$ cat config.mk
export PLATFORM = sky130hd
export DESIGN_NAME = sswc_top
export DESIGN_NICKNAME = d
export VERILOG_FILES = /design/src/include/sswc_pkg.sv /design/src/include/sswc_flag_if.sv /design/src/hw/sswc_flag_bank.sv /design/src/hw/sswc_top.sv
export SDC_FILE = /design/constraint.sdc
export NUM_CORES = 1
export LEC_CHECK = 0
export BUFFER_PORTS_ARGS = -buffer_cell sky130_fd_sc_hd__buf_2
export CORE_ASPECT_RATIO = 0.9
export CORE_MARGIN = 5
export CORE_UTILIZATION = 37
export DETAILED_ROUTE_END_ITERATION = 12
export PLACE_DENSITY = 0.77
export SYNTH_ARGS = -nofsm -noshare
export SYNTH_HDL_FRONTEND = slang
export SYNTH_SLANG_ARGS = --single-unit
$ cat constraint.sdc
create_clock -name MCLK_IN -period 6 [get_ports MCLK_IN]
set_input_delay 0.9 -clock MCLK_IN [delete_from_list [all_inputs] [get_ports MCLK_IN]]
set_output_delay 0.9 -clock MCLK_IN [all_outputs]
set_load 0.1 [all_outputs]
$ cat src/include/sswc_pkg.sv
// package for the suspend/sleep wake controller
package sswc_pkg;
   // register byte offsets on the wishbone slave
   localparam logic [3:0] OFS_POWER_CONFIG = 4'h0;
   localparam logic [3:0] OFS_EXTRA_FLAG   = 4'h4;
   localparam logic [3:0] OFS_POWER_OPTION = 4'h8;
   localparam logic [3:0] OFS_MODE_STATUS  = 4'hc;
   // power_config_reg fields
   localparam int BIT_SLEEP   = 7;
   localparam int BIT_SUSPEND = 6;
   localparam int BIT_CLEAR   = 5;
   localparam int BIT_PIN_RESET_WAKE_FLAG   = 4;
   localparam int BIT_OSCFAIL = 3;
   localparam int BIT_ALARM   = 2;
   localparam int BIT_PMATCH  = 1;
   localparam int BIT_CMP     = 0;
   // extra_wake_flag_reg field
   localparam int BIT_CAPS    = 0;
   // power_option_reg fields
   localparam int BIT_WAKE_REQUEST_OUTPUT_ENABLE  = 6;
   localparam int BIT_SUPPLY_MONITOR_DISABLE  = 5;
   // index of each source in the five-wide event vector
   localparam int NSRC        = 5;
   localparam int SRC_CMP     = 0;
   localparam int SRC_PMATCH  = 1;
   localparam int SRC_ALARM   = 2;
   localparam int SRC_OSCFAIL = 3;
   localparam int SRC_CAPS    = 4;
   // timing
   localparam int FLAG_HOLD_CLKS = 2;
   localparam int CLK_HZ         = 10_000_000;
   localparam int WAKE_PULSE_NS  = 1000;
   localparam int WAKE_PULSE_CLKS = (WAKE_PULSE_NS * (CLK_HZ / 1_000_000) + 999) / 1000;
   localparam logic [7:0] RESET_BYTE = 8'h00;
   // power mode state machine, gray along normal-suspend-wake path
   typedef enum logic [1:0]
   {
      MODE_RUN     = 2'b00,
      MODE_SUSPEND = 2'b01,
      MODE_WAKE    = 2'b11,
      MODE_SLEEP   = 2'b10
   } sswc_mode_t;
endpackage

$ cat src/include/sswc_flag_if.sv
// interface carrying wake flags between controller and flag bank
`timescale 1ns/10ps
interface sswc_flag_if;
   logic [sswc_pkg::NSRC-1:0] event_v;
   logic                      clear;
   logic                      hold;
   logic [sswc_pkg::NSRC-1:0] flags;
   modport ctrl (output event_v, output clear, output hold, input flags);
   modport bank (input event_v, input clear, input hold, output flags);
endinterface

$ cat src/hw/sswc_flag_bank.sv
// sticky wake flag bank
`timescale 1ns/10ps
module sswc_flag_bank
   import sswc_pkg::*;
(
   // clock and reset
   input  wire logic MCLK_IN,
   input  wire logic RST_IN,
   // flag carrier
   sswc_flag_if.bank fl
);
   logic [NSRC-1:0] flag_r;
   logic [NSRC-1:0] flag_nxt;

   // set wins over the clear; flags update even when not enabled
   always_comb
   begin
      flag_nxt = fl.clear ? '0 : flag_r;
      flag_nxt = flag_nxt | fl.event_v;
   end

   always_ff @(posedge MCLK_IN)
   begin
      if (RST_IN)
         flag_r <= '0;
      else
         flag_r <= flag_nxt;
   end

   // flags read zero for the first clocks after a suspend wake
   assign fl.flags = fl.hold ? '0 : flag_r;

   chk_set_beats_clear: assert property (@(posedge MCLK_IN) disable iff (RST_IN)
      (fl.event_v != '0) |=> ((flag_r & $past(fl.event_v)) == $past(fl.event_v)))
      else $error("wake event lost");
endmodule

$ cat src/hw/sswc_top.sv
// suspend and sleep wake controller with wishbone registers
//
// Our own choices: the register addresses and the Wishbone register port.
`timescale 1ns/10ps
module sswc_top
   import sswc_pkg::*;
(
   // clock and reset
   input  wire logic        MCLK_IN,
   input  wire logic        RST_IN,
   // wishbone slave
   input  wire logic        WB_CYC_IN,
   input  wire logic        WB_STB_IN,
   input  wire logic        WB_WE_IN,
   input  wire logic [3:0]  WB_ADR_IN,
   input  wire logic [3:0]  WB_SEL_IN,
   input  wire logic [31:0] WB_DAT_IN,
   output logic      [31:0] WB_DAT_OUT,
   output logic             WB_ACK_OUT,
   // wake event sources as one-cycle pulses, the reset pin (wakes on its falling edge), and the pin reset input
   input  wire logic        CAPS_EVT_IN,
   input  wire logic        OSCFAIL_EVT_IN,
   input  wire logic        ALARM_EVT_IN,
   input  wire logic        PMATCH_EVT_IN,
   input  wire logic        CMP_RISE_IN,
   input  wire logic        RST_PIN_N_IN,
   input  wire logic        PIN_RESET_IN,
   // power control outputs
   output logic             SYSCLK_GATE_OUT,
   output logic             OSC_STOP_OUT,
   output logic             CORE_REG_OFF_OUT,
   output logic             RAM_ON_VDD_OUT,
   output logic             PIN_HOLD_OUT,
   output logic             CPU_HALT_OUT,
   output logic             MONITOR_OFF_OUT,
   output logic             FULL_POR_OUT,
   output logic             WAKE_REQ_N_OUT,
   output logic             WAKE_REQ_OE_OUT
);
   sswc_flag_if fl ();

   sswc_mode_t      mode_r,   mode_nxt;
   logic [NSRC-1:0] en_r,     en_nxt;
   logic            pin_reset_wake_flag_r,  pin_reset_wake_flag_nxt;
   logic            wake_request_output_enable_r, wake_request_output_enable_nxt;
   logic            supply_monitor_disable_r, supply_monitor_disable_nxt;
   logic [1:0]      hold_r,   hold_nxt;
   logic [3:0]      wreq_r,   wreq_nxt;
   logic            pin_q_r;
   logic            ack_r,    ack_nxt;
   logic [31:0]     rdat_r,   rdat_nxt;
   logic            por_r,    por_nxt;

   logic            wb_req;
   logic            wr_cfg;
   logic            pin_fall;
   logic [NSRC-1:0] evt;
   logic [NSRC-1:0] wake_mask;
   logic            wake_now;
   logic [NSRC-1:0] cfg_en;
   logic            entry_ok;

   // the wake pulse counter is four bits wide
   if (WAKE_PULSE_CLKS < 1 || WAKE_PULSE_CLKS > 15)
   begin : g_bad_pulse
      $error("wake pulse count out of range");
   end

   sswc_flag_bank u_bank
   (
      .MCLK_IN (MCLK_IN),
      .RST_IN  (RST_IN),
      .fl      (fl)
   );

   assign wb_req   = WB_CYC_IN && WB_STB_IN && !ack_r;
   assign wr_cfg   = wb_req && WB_WE_IN && WB_SEL_IN[0] && (WB_ADR_IN == OFS_POWER_CONFIG);
   assign pin_fall = pin_q_r && !RST_PIN_N_IN;
   assign evt      = {CAPS_EVT_IN, OSCFAIL_EVT_IN, ALARM_EVT_IN, PMATCH_EVT_IN, CMP_RISE_IN};
   // cap sense only counts in suspend
   assign wake_mask = (mode_r == MODE_SLEEP) ? (en_r & ~(NSRC'(1) << SRC_CAPS)) : en_r;
   assign wake_now  = ((evt & wake_mask) != '0) || pin_fall;
   assign cfg_en    = {en_r[SRC_CAPS], WB_DAT_IN[BIT_OSCFAIL:BIT_CMP]};
   // set flags of the sources this write enables, or of an enabled cap sense, block entry, as does the pin reset flag
   assign entry_ok  = ((fl.flags & cfg_en) == '0) && !pin_reset_wake_flag_r;

   assign fl.event_v = evt;
   assign fl.clear   = wr_cfg && WB_DAT_IN[BIT_CLEAR];
   assign fl.hold    = hold_r != 2'b00;

   always_comb
   begin
      mode_nxt   = mode_r;
      en_nxt     = en_r;
      pin_reset_wake_flag_nxt  = pin_reset_wake_flag_r | pin_fall;
      wake_request_output_enable_nxt = wake_request_output_enable_r;
      supply_monitor_disable_nxt = supply_monitor_disable_r;
      hold_nxt   = (hold_r != 2'b00) ? hold_r - 2'b01 : 2'b00;
      wreq_nxt   = (wreq_r != 4'h0) ? wreq_r - 4'h1 : 4'h0;
      por_nxt    = PIN_RESET_IN && supply_monitor_disable_r;
      ack_nxt    = wb_req;
      rdat_nxt   = 32'h0;
      if (fl.clear)
         pin_reset_wake_flag_nxt = pin_fall;
      if (wb_req && WB_WE_IN && WB_SEL_IN[0])
      begin
         case (WB_ADR_IN)
            OFS_POWER_CONFIG: en_nxt[SRC_OSCFAIL:SRC_CMP] = WB_DAT_IN[BIT_OSCFAIL:BIT_CMP];
            OFS_EXTRA_FLAG:   en_nxt[SRC_CAPS] = WB_DAT_IN[BIT_CAPS];
            OFS_POWER_OPTION:
            begin
               wake_request_output_enable_nxt = WB_DAT_IN[BIT_WAKE_REQUEST_OUTPUT_ENABLE];
               supply_monitor_disable_nxt = WB_DAT_IN[BIT_SUPPLY_MONITOR_DISABLE];
            end
            default: ;
         endcase
      end
      // a reset with the monitor off outranks a write in the same cycle
      if (PIN_RESET_IN && supply_monitor_disable_r)
         supply_monitor_disable_nxt = 1'b0;
      if (wb_req && !WB_WE_IN)
      begin
         case (WB_ADR_IN)
            OFS_POWER_CONFIG: rdat_nxt[7:0] = {3'b000, pin_reset_wake_flag_r && !fl.hold, fl.flags[SRC_OSCFAIL:SRC_CMP]};
            OFS_EXTRA_FLAG:   rdat_nxt[7:0] = {7'h00, fl.flags[SRC_CAPS]};
            OFS_POWER_OPTION: rdat_nxt[7:0] = {1'b0, wake_request_output_enable_r, supply_monitor_disable_r, 5'h00};
            OFS_MODE_STATUS:  rdat_nxt[7:0] = {6'h00, mode_r};
            default:          rdat_nxt = 32'h0;
         endcase
      end
      case (mode_r)
         MODE_RUN:
         begin
            if (wr_cfg && entry_ok && WB_DAT_IN[BIT_SLEEP])
               mode_nxt = MODE_SLEEP;
            else if (wr_cfg && entry_ok && WB_DAT_IN[BIT_SUSPEND])
               mode_nxt = MODE_SUSPEND;
         end
         MODE_SUSPEND:
         begin
            if (wake_now)
            begin
               mode_nxt = MODE_WAKE;
               hold_nxt = 2'(FLAG_HOLD_CLKS);
            end
         end
         MODE_WAKE:
            mode_nxt = MODE_RUN;
         MODE_SLEEP:
         begin
            if (wake_now)
            begin
               mode_nxt = MODE_RUN;
               wreq_nxt = 4'(WAKE_PULSE_CLKS);
            end
         end
         default: mode_nxt = MODE_RUN;
      endcase
   end

   always_ff @(posedge MCLK_IN)
   begin
      if (RST_IN)
      begin
         mode_r   <= MODE_RUN;
         en_r     <= '0;
         pin_reset_wake_flag_r  <= 1'b0;
         wake_request_output_enable_r <= 1'b0;
         supply_monitor_disable_r <= 1'b0;
         hold_r   <= 2'b00;
         wreq_r   <= 4'h0;
         pin_q_r  <= 1'b1;
         ack_r    <= 1'b0;
         rdat_r   <= 32'h0;
         por_r    <= 1'b0;
      end
      else
      begin
         mode_r   <= mode_nxt;
         en_r     <= en_nxt;
         pin_reset_wake_flag_r  <= pin_reset_wake_flag_nxt;
         wake_request_output_enable_r <= wake_request_output_enable_nxt;
         supply_monitor_disable_r <= supply_monitor_disable_nxt;
         hold_r   <= hold_nxt;
         wreq_r   <= wreq_nxt;
         pin_q_r  <= RST_PIN_N_IN;
         ack_r    <= ack_nxt;
         rdat_r   <= rdat_nxt;
         por_r    <= por_nxt;
      end
   end

   // suspend and sleep both stop the clock; sleep also drops the core supply
   assign SYSCLK_GATE_OUT  = (mode_r == MODE_SUSPEND) || (mode_r == MODE_SLEEP);
   assign OSC_STOP_OUT     = SYSCLK_GATE_OUT;
   assign CPU_HALT_OUT     = SYSCLK_GATE_OUT;
   assign CORE_REG_OFF_OUT = (mode_r == MODE_SLEEP);
   assign RAM_ON_VDD_OUT   = (mode_r == MODE_SLEEP);
   // pad latches keep output values and input buffers alive in sleep
   assign PIN_HOLD_OUT     = (mode_r == MODE_SLEEP);
   assign MONITOR_OFF_OUT  = supply_monitor_disable_r;
   assign FULL_POR_OUT     = por_r;
   assign WAKE_REQ_N_OUT   = !(wreq_r != 4'h0);
   assign WAKE_REQ_OE_OUT  = wake_request_output_enable_r;
   assign WB_ACK_OUT       = ack_r;
   assign WB_DAT_OUT       = rdat_r;

   chk_flags_hidden: assert property (@(posedge MCLK_IN) disable iff (RST_IN)
      (mode_r == MODE_SUSPEND && wake_now) |=> (fl.flags == '0) [*2])
      else $error("flags visible too soon after suspend wake");
   chk_wake_low: assert property (@(posedge MCLK_IN) disable iff (RST_IN)
      (mode_r == MODE_SLEEP && wake_now) |=> !WAKE_REQ_N_OUT && mode_r == MODE_RUN)
      else $error("wake request not driven on sleep exit");
   chk_caps_no_sleep: assert property (@(posedge MCLK_IN) disable iff (RST_IN)
      (mode_r == MODE_SLEEP && evt == (NSRC'(1) << SRC_CAPS) && RST_PIN_N_IN && pin_q_r) |=> mode_r == MODE_SLEEP)
      else $error("cap sense woke from sleep");
   chk_pin_wake: assert property (@(posedge MCLK_IN) disable iff (RST_IN)
      (SYSCLK_GATE_OUT && pin_fall) |=> !SYSCLK_GATE_OUT ##0 pin_reset_wake_flag_r)
      else $error("reset pin edge did not wake");
   chk_entry_block: assert property (@(posedge MCLK_IN) disable iff (RST_IN)
      (mode_r == MODE_RUN && wr_cfg && !entry_ok) |=> mode_r == MODE_RUN)
      else $error("entered low power with flag set");
   chk_suspend_gate: assert property (@(posedge MCLK_IN) disable iff (RST_IN)
      (mode_r == MODE_RUN && wr_cfg && entry_ok && WB_DAT_IN[BIT_SUSPEND] && !WB_DAT_IN[BIT_SLEEP])
      |=> SYSCLK_GATE_OUT && OSC_STOP_OUT && !CORE_REG_OFF_OUT)
      else $error("suspend did not gate clock");
   chk_sleep_power: assert property (@(posedge MCLK_IN) disable iff (RST_IN)
      CORE_REG_OFF_OUT |-> RAM_ON_VDD_OUT && PIN_HOLD_OUT && mode_r == MODE_SLEEP)
      else $error("sleep power state inconsistent");
   chk_supply_monitor_disable_por: assert property (@(posedge MCLK_IN) disable iff (RST_IN)
      (PIN_RESET_IN && supply_monitor_disable_r) |=> FULL_POR_OUT && !MONITOR_OFF_OUT)
      else $error("reset with monitor off gave no full por");
   chk_clear_all: assert property (@(posedge MCLK_IN) disable iff (RST_IN)
      (fl.clear && evt == '0 && !pin_fall) |=> ##2 (fl.flags == '0 || $past(evt) != '0 || $past(evt, 2) != '0))
      else $error("flag clear left flags set");
endmodule

==> results of run 1 <==
[logic make-up after synthesis]
family / Yosys count / share of synthesized area [%]
and+or+nand+nor: 61 / 20.7
buffers and inverters: 37 / 16.9
DFF: 31 / 41.2
AOI/OAI and AO/OA: 28 / 12.3
muxes: 8 / 5.31
adders and majority gates: 4 / 3.32
other: 1 / 0.249
[per-stage QoR]
stage | instance area (sq um) | utilization (%) | hold slack (ns) | worst slack, ns
finish | 1710 | 42.5 | 0.488 | 3.26
global route | 1710 | 42.5 | 0.492 | 3.20
CTS | 1710 | 42.5 | 0.485 | 3.28
detailed placement | 1620 | 40.3 | 0.475 | 2.99
global placement | 1620 | 40.3 | 0.469 | 2.99
floorplan | 1600 | - | 0.449 | 1.75
[worst max-delay path: stages]
cell	delay (ns)
buf_2	0.13
or3_4	0.40
or3_1	0.54
o41a_1	0.39
or4_1	0.47
o31ai_1	0.08
[where the power goes]
part | internal (uW) | switching, uW | total, uW | leakage [uW]
sequential | 211 | 4.32 | 215 | 0.000252
combinational | 19.6 | 118 | 138 | 0.000486
clock | 89.7 | 70.3 | 160 | 0.0000470
total | 320 | 193 | 513 | 0.000785
[cell usage in the layout (no fill, tap or decap)]
| master | count |
|---|---|
| o32ai_1 | 1 |
| nor2_1 | 23 |
| buf_2 | 41 |
| a22oi_1 | 3 |
| o32a_1 | 1 |
| dfxtp_1 | 31 |
| inv_1 | 3 |
| nor3_1 | 5 |
| nand2_1 | 9 |
| ha_1 | 4 |
| a21oi_1 | 11 |
| a31oi_1 | 1 |
| a41oi_1 | 1 |
| or4_1 | 2 |
| clkbuf_8 | 6 |
| nor4bb_1 | 2 |
| nand3b_1 | 4 |
| nor4_1 | 1 |
| nand3_1 | 2 |
| o31ai_1 | 3 |
| a211oi_1 | 2 |
| clkinv_2 | 1 |
| or3_1 | 4 |
| and2_1 | 3 |
| a222oi_1 | 1 |
| nand2b_1 | 2 |
| and3_1 | 1 |
| conb_1 | 25 |
| nand4_1 | 1 |
| o21ai_0 | 3 |
| o41a_1 | 1 |
| or3_4 | 1 |
| mux2i_1 | 8 |
| or2_2 | 1 |
[final timing paths]
path | depth (start not counted) | start | to | slack, ns
hold reg to reg | 2 | hold_r[1] | hold_r[1] | 0.49
setup reg to reg | 5 | WB_ACK_OUT | mode_r[0] | 3.86
setup / recovery | 6 | WB_ADR_IN[3] | mode_r[0] | 3.26
hold / removal | 2 | hold_r[1] | hold_r[1] | 0.49
[cell type report]
type | instances | area, sq um
Clock buffer | 6 | 82.6
Clock inverter | 1 | 5.00
Fill cell | 407 | 2310
Inverter | 3 | 11.3
Multi-Input combinational cell | 126 | 722
Sequential cell | 31 | 621
Tap cell | 48 | 60.1
Timing Repair Buffer | 41 | 205
[routing by layer]
layer	up-vias	track usage [%]	part of all wire (%)
met5	-	0	0
met4	0	2.86	0
met3	0	5.22	11
li1	617	-	-
met2	42	17.5	48
met1	548	13.3	41
[cells in the mapped netlist (3+ instances only)]
| master | instances | area share [%] |
|---|---|---|
| o21ai_0 | 3 | 1.0 |
| o31ai_1 | 3 | 1.5 |
| nor3_1 | 5 | 1.7 |
| buf_4 | 29 | 14 |
| a21oi_1 | 11 | 3.7 |
| mux2i_1 | 8 | 5.3 |
| nor2_1 | 23 | 5.7 |
| a22oi_1 | 3 | 1.5 |
| clkbuf_1 | 4 | 1.0 |
| or3_1 | 4 | 1.7 |
| ha_1 | 4 | 3.3 |
| dfxtp_1 | 31 | 41 |
| inv_1 | 3 | 0.75 |
| and2_1 | 3 | 1.2 |
| nand3b_1 | 4 | 2.0 |
| nand2_1 | 9 | 2.2 |
[state kept, by name (all words and copies together) (netlist names)]
register               cells
FULL_POR_OUT               1
WAKE_REQ_OE_OUT            1
pin_q_r                    1
WB_DAT_OUT                 7
WB_ACK_OUT                 1
en_r                       5
hold_r                     2
u_bank.flag_r              5
MONITOR_OFF_OUT            1
pin_reset_wake_flag_r      1
wreq_r                     4
mode_r                     2
==> impl_metrics.toml, run 1 <==
[sta]
setup_viol = 0
fmax_mhz = 365
rsz0062_at_grt = "no"
period_share_pct = 45.6
slew_viol_final = 0
fin_setup_tns_ns = 0
clock_skew_ns = 0.00482
finalHoldViolations = 0
period_minus_slack_ns = 2.74

[clock_network]
clk_latency_ns = 0.27
numCtsBuffers = 5
cts.htree.levels = 2
cts_tree = "built"
cts.repair_timing.setup_buffer_count = 0
postCtsHoldBufs = 0
root_buffer = "clkbuf_8"
cts.sinks = 31
cts_resized = 0
clock_path_buffers = 2
clk_pin_slew_ns = 0.06

[worst_setup_path]
end_kind = "flop"
worst-endpoint-arrival_ns = 2.92
required_ns = 6.19
critPathLaunchType = "input port"
crit_type = "input port to flop"
crit_fanout = 7

[synthesis]
synth_cells = 170
ys_types = 34
synth_seq_cells = 31
yosysSeqAreaShare_pct = 41.2
async_flop_share_pct = 0
post_synth.cell_area_avg_sq_um = 8.87
netlist_area_sq_mm = 0.00151
synth_ff_type = "dfxtp_1"
yosysWarnings = 0
synth-edff-count = 0

[pwr]
power_density_mw_per_mm2 = 301
finalPower_uw = 513
p_leak_uw = 0.000785
irDropWorstVdd_mv = 0.0741

[routing]
dr.pass1.iters = 4
wire_per_inst_um = 11.8
route.vias.total = 1207
vias_per_cell = 4.71
detail-route-antenna-nets = 0
drtIter0Drc = 49
drc = 0
wl_um = 3030

[place]
gp_congestion = 0.837
post-dp-hpwl_um = 2350
io_buffers = 41
dp.cells = 249

[global_routing]
grt_antenna_before_repair = 0
grt_max_degree = 27
grt_pass1_vias = 1139
grt_pass1_wl_um = 4860
overflow = 0
grtUsageTotal_pct = 11.0

[floorplan]
core_sq_mm = 0.00402
io_pins = 95
core.rowCount = 22
die_area_sq_mm = 0.00545
die_y_um = 70.6
die_w_um = 77.3
start_util_pct = 37.5

[layout]
area_delta_synth_final_pct = 13.2
nNetsFinal = 264
fin_cells = 256
drive_gt1_share_pct = 24.0
n_antenna_cell = 0

[hold_path]
hp-class = "flop to flop"

[run]
drv_cap = 0

[run_status]
status = "finished, final reports clean"
Power figures use the tool's default switching activity.
==> run 2, diff against run 1 <==
Settings changed: ABC_AREA from default to 1, PLACE_DENSITY 0.77 to 0.79.
Clock period 6 ns to 2.4 ns, I/O delays scaled along.
==> impl_metrics.toml, run 2 <==
[run_status]
status = "finished, final reports clean"

[worst_setup_path]
end_kind = "output port"
crit_fanout = 3
required_ns = 2.04
worst-endpoint-arrival_ns = 1.56
critPathLaunchType = "flop"
crit_type = "flop to output port"
reg2regPathDepth = 8
rrSetupSlack_ns = 0.91

[synthesis]
yosysSeqAreaShare_pct = 38.6
synth_seq_cells = 31
synth_common_cells = "33 x nand2_1, 31 x dfxtp_1, 30 x buf_4, 20 x inv_1, 18 x nor2_1"
synth_ff_type = "dfxtp_1"
synth_cells = 210
netlist_area_sq_mm = 0.00161
yosysWarnings = 0
post_synth.cell_area_avg_sq_um = 7.66
yosys.area.top_type = "dfxtp_1"
post-synth-top-count-cell = "nand2_1"
ys_types = 27
synthTopCellsByArea = "dfxtp_1 39%, buf_4 14%, nand2_1 7.7%"
async_flop_share_pct = 0
synth-edff-count = 0
yosysTopAreaCellShare_pct = 38.6

[clock_network]
clk_latency_ns = 0.28
clk_pin_slew_ns = 0.06
numCtsBuffers = 5
cts.repair_timing.setup_buffer_count = 0
cts_tree = "built"
cts.sinks = 31
root_buffer = "clkbuf_8"
cts.htree.levels = 2
postCtsHoldBufs = 0
cts_resized = 0
clock_path_buffers = 2

[routing]
drtIter0Drc = 79
detail-route-antenna-nets = 0
drc = 0
route.vias.total = 1341
wl_um = 3290
vias_per_cell = 4.48
dr.pass1.iters = 4
wire_per_inst_um = 11.0

[hold_path]
hold-path-cell-count = 3
hp-class = "input port to flop"

[layout]
largest_reg_flops = 7
post-route-util_pct = 44.1
drive_gt1_share_pct = 27.1
final_cell_mix = "41 x buf_2, 33 x nand2_1, 31 x dfxtp_1, 25 x conb_1, 20 x inv_1"
nNetsFinal = 307
final_common_cell = "buf_2"
fill_cells = 437
area_delta_synth_final_pct = 13.3
n_antenna_cell = 0

[pwr]
p_leak_uw = 0.000947
p_int_uw = 959
switchingPower_uw = 1100
irDropWorstVdd_mv = 0.775
p_comb_share_pct = 51.8
finalPower_uw = 2060
pwr-share-clk_pct = 19.4
power.share.sequential_pct = 28.8
power_density_mw_per_mm2 = 1130
p_sw_share_pct = 53.5

[global_routing]
grt_pass1_wl_um = 5070
grt_antenna_before_repair = 0
grtUsageTotal_pct = 11.4
overflow = 0
grt_pass1_vias = 1158
grt_max_degree = 18

[sta]
fin_setup_tns_ns = 0
fin_hold_ws_ns = 0.265
finalHoldViolations = 0
slew_viol_final = 0
rsz0062_at_grt = "no"
fin_ws_ns = 0.480
fmax_mhz = 521
period_share_pct = 80.0
setup_viol = 0
clock_skew_ns = 0.00206
period_minus_slack_ns = 1.92

[floorplan]
die_y_um = 72.5
io_pins = 95
start_util_pct = 38.9
die_area_sq_mm = 0.00577
core_sq_mm = 0.00413
die_w_um = 79.5
core.rowCount = 22

[place]
dp_worst_setup_slack_ns = 0.777
post-dp-hpwl_um = 2700
gp_congestion = 0.827
io_buffers = 41

[run]
drv_cap = 0
[run 2: cell types whose count changed in the layout (fill, tap and decap cells not counted), moves of 5 or more]
cell     before  now
inv_1         3   20
inv_2         0    6
mux2i_1       8    0
nand2_1       9   33
nand3_1       2   11
nor2_1       23   18
[run 2: worst paths after layout]
| check | endpoint | start |
|---|---|---|
| setup / recovery | WAKE_REQ_N_OUT | wreq_r[0] |
| hold / removal | pin_q_r | RST_PIN_N_IN |
| setup reg to reg | wreq_r[2] | mode_r[0] |
| hold reg to reg | wreq_r[0] | wreq_r[0] |
[run 2: worst max-delay path, cell delays in order (launching register included)]
cell,delay (ns)
dfxtp_1,0.32
nor2_1,0.21
inv_1,0.09
nor2_1,0.20
buf_2,0.47
[run 2: power groups by stage]
stage          Combinational (uW)  Clock (uW)  Sequential (uW)
6_report                     1070         401              594
2_1_floorplan                1010           0              606
5_1_grt                      1120         441              600
3_3_place_gp                 1060           0              604
4_1_cts                      1070         417              594
3_5_place_dp                 1070           0              605
[run 2: layer usage]
metal  GRT usage, %  wire length (um)  vias up
li1               -                 -      699
met1           15.3              1500      585
met2           16.7              1400       49
met3           4.09               339        8
met4           4.58                49        0
met5              0                 0        -
[run 2: through the flow]
| stage | std cells | cell area [sq um] |
|---|---|---|
| 2_1_floorplan | 234 | 1700 |
| 3_3_place_gp | 292 | 1730 |
| 3_5_place_dp | 292 | 1730 |
| 4_1_cts | 299 | 1820 |
| 5_1_grt | 299 | 1820 |
| 6_report | 299 | 1820 |
[run 2: area by class of cell]
cell class	instances	area (sq um)	area share, %
flip-flops and latches	31	621	34.1
inverters	26	97.6	5.36
repair buffers	41	205	11.3
well taps	48	60.1	3.30
multi-input cells	146	751	41.2
clock buffers	6	82.6	4.53
clock inverters	1	5.00	0.275
[run 2: kinds of logic after synthesis]
| group | synth area share [%] |
|---|---|
| flip-flops | 38.6 |
| other | 0.233 |
| AO/OA/AOI/OAI | 8.25 |
| AND/OR/NAND/NOR | 28.9 |
| adder cells (fa/ha/maj) | 3.11 |
| buffers and inverters | 20.3 |
| XOR/XNOR | 0.545 |
==> run 3, diff against run 2 <==
Settings changed: ABC_AREA 1 to 0, PLACE_DENSITY 0.79 to 0.77.
Clock period 2.4 ns to 1.9 ns, I/O delays scaled along.
==> impl_metrics.toml, run 3 (synthesis gave the netlist of run 1 again) <==
[run_status]
status = "finished with violations"
failed_checks = "setup timing"

[clock_network]
clock_path_buffers = 2
clk_latency_ns = 0.28
cts.sinks = 31
root_buffer = "clkbuf_8"
numCtsBuffers = 5
postCtsHoldBufs = 0
clk_pin_slew_ns = 0.06
cts_tree = "built"
cts.htree.levels = 2

[worst_setup_path]
crit_type = "flop to flop"
reg2regPathDepth = 5
end_kind = "flop"
worstReg2RegStart = "u_bank.flag_r[1]"
rrSetupSlack_ns = -0.02
critPathSlowestCell = "or4_1"
critPathLaunchType = "flop"
cpPeakStageDelay_ns = 0.48
r2r-end = "mode_r[1]"
cp_top_family = "compound AO/OA/AOI/OAI gates"
worstPathCellList = "a222oi_1 -> a211oi_2 -> o41a_1 -> or4_1 -> o31ai_1"
required_ns = 2.10
path_buf_inv = 0
worst-endpoint-arrival_ns = 2.12
crit_fanout = 3

[pwr]
power.share.sequential_pct = 41.5
p_int_uw = 1010
p_sw_share_pct = 38.7
p_comb_share_pct = 28.3
power_density_mw_per_mm2 = 899
pwr-share-clk_pct = 30.2
irDropWorstVdd_mv = 0.347
p_leak_uw = 0.000846
switchingPower_uw = 634

[place]
dp.cells = 259
io_buffers = 41
post-dp-hpwl_um = 2520
postPlaceCellArea_sq_mm = 0.00172
gp_congestion = 0.818

[floorplan]
io_pins = 95
start_util_pct = 37.5
die_w_um = 77.3
die_y_um = 70.6
core.rowCount = 22
core_sq_mm = 0.00402
die_area_sq_mm = 0.00545

[global_routing]
grt_antenna_before_repair = 0
grtUsageTotal_pct = 12.1
overflow = 0
grt_pass1_vias = 1204
grt_pass1_wl_um = 5260
grt_max_degree = 26

[routing]
wl_um = 3300
vias_per_cell = 4.69
drtIter0Drc = 85
drc = 0
detail-route-antenna-nets = 0
wire_per_inst_um = 12.3
dr.pass1.iters = 4
route.vias.total = 1262

[sta]
clock_skew_ns = 0.00424
fmax_mhz = 521
rsz0062_at_grt = "yes"
fin_ws_ns = -0.0191
finalHoldViolations = 0
slew_viol_final = 0
setup_viol = 2
period_minus_slack_ns = 1.92
fin_setup_tns_ns = -0.0337
period_share_pct = 101

[hold_path]
hp-class = "input port to flop"
worstHoldStart = "PIN_RESET_IN"
min_to = "MONITOR_OFF_OUT"
hold-path-cell-count = 2

[layout]
fill_cells = 414
nNetsFinal = 276
final_common_cell = "buf_2"
n_antenna_cell = 0
drive_gt1_share_pct = 30.3
fin_area_sq_mm = 0.00182
largest_reg_flops = 7
final_cell_mix = "41 x buf_2, 29 x dfxtp_1, 25 x conb_1, 23 x nor2_1, 12 x buf_4"
area_delta_synth_final_pct = 20.9
fin_cells = 269

[run]
drv_cap = 0
==> run 3: power by group through the flow <==
stage          combinational, uW  sequential [uW]  clock [uW]
5_1_grt                      486              681         537
2_1_floorplan                425              696           0
3_5_place_dp                 450              693           0
3_3_place_gp                 448              692           0
6_report                     465              680         495
4_1_cts                      452              679         513
==> run 3: how the worst max path moves through the flow <==
stage,from,slack (ns),cells after the start,end
5_1_grt,u_bank.flag_r[1],-0.13,5,mode_r[1]
6_report,u_bank.flag_r[1],-0.02,5,mode_r[1]
3_5_place_dp,WB_ADR_IN[3],-0.31,6,mode_r[0]
3_3_place_gp,WB_ADR_IN[3],-0.26,6,mode_r[0]
4_1_cts,u_bank.flag_r[1],-0.02,5,mode_r[0]
2_1_floorplan,WB_ACK_OUT,-0.24,6,mode_r[0]
==> run 3: repair_timing <==
item	CTS	global route
setup endpoints to repair	1	2
gates resized for setup	1	2
buffers inserted	0	2
pin swaps	0	2
==> run 3: area by class of cell <==
cell class | instances | area [sq um] | share of cell area [%]
Clock inverter | 1 | 5.00 | 0.275
Clock buffer | 7 | 76.3 | 4.19
Sequential cell | 31 | 626 | 34.3
Tap cell | 48 | 60.1 | 3.29
Timing Repair Buffer | 53 | 295 | 16.2
Inverter | 3 | 11.3 | 0.618
Multi-Input combinational cell | 126 | 749 | 41.1
==> run 3: worst register-to-register path, cell delays in order, from the launching register on <==
cell and delay, ns:
dfxtp_2 0.32, a222oi_1 0.36, a211oi_2 0.15, o41a_1 0.45, or4_1 0.48, o31ai_1 0.08
==> run 3: metal layers <==
layer | GRT usage, % | up-vias | part of all wire (%)
li1 | - | 642 | -
met1 | 14.3 | 570 | 42
met2 | 18.7 | 44 | 46
met3 | 5.85 | 6 | 9.9
met4 | 5.34 | 0 | 1.7
met5 | 0 | - | 0
==> run 3: through the flow <==
stage	util, %	setup WS (ns)	total power [uW]	hold WS, ns
after detailed placement	42.7	-0.311	1140	0.469
after global placement	42.7	-0.265	1140	0.468
after CTS	44.8	-0.0164	1640	0.186
after floorplan	-	-0.239	1120	0.387
after global routing	45.4	-0.126	1700	0.194
final	45.4	-0.0191	1640	0.193
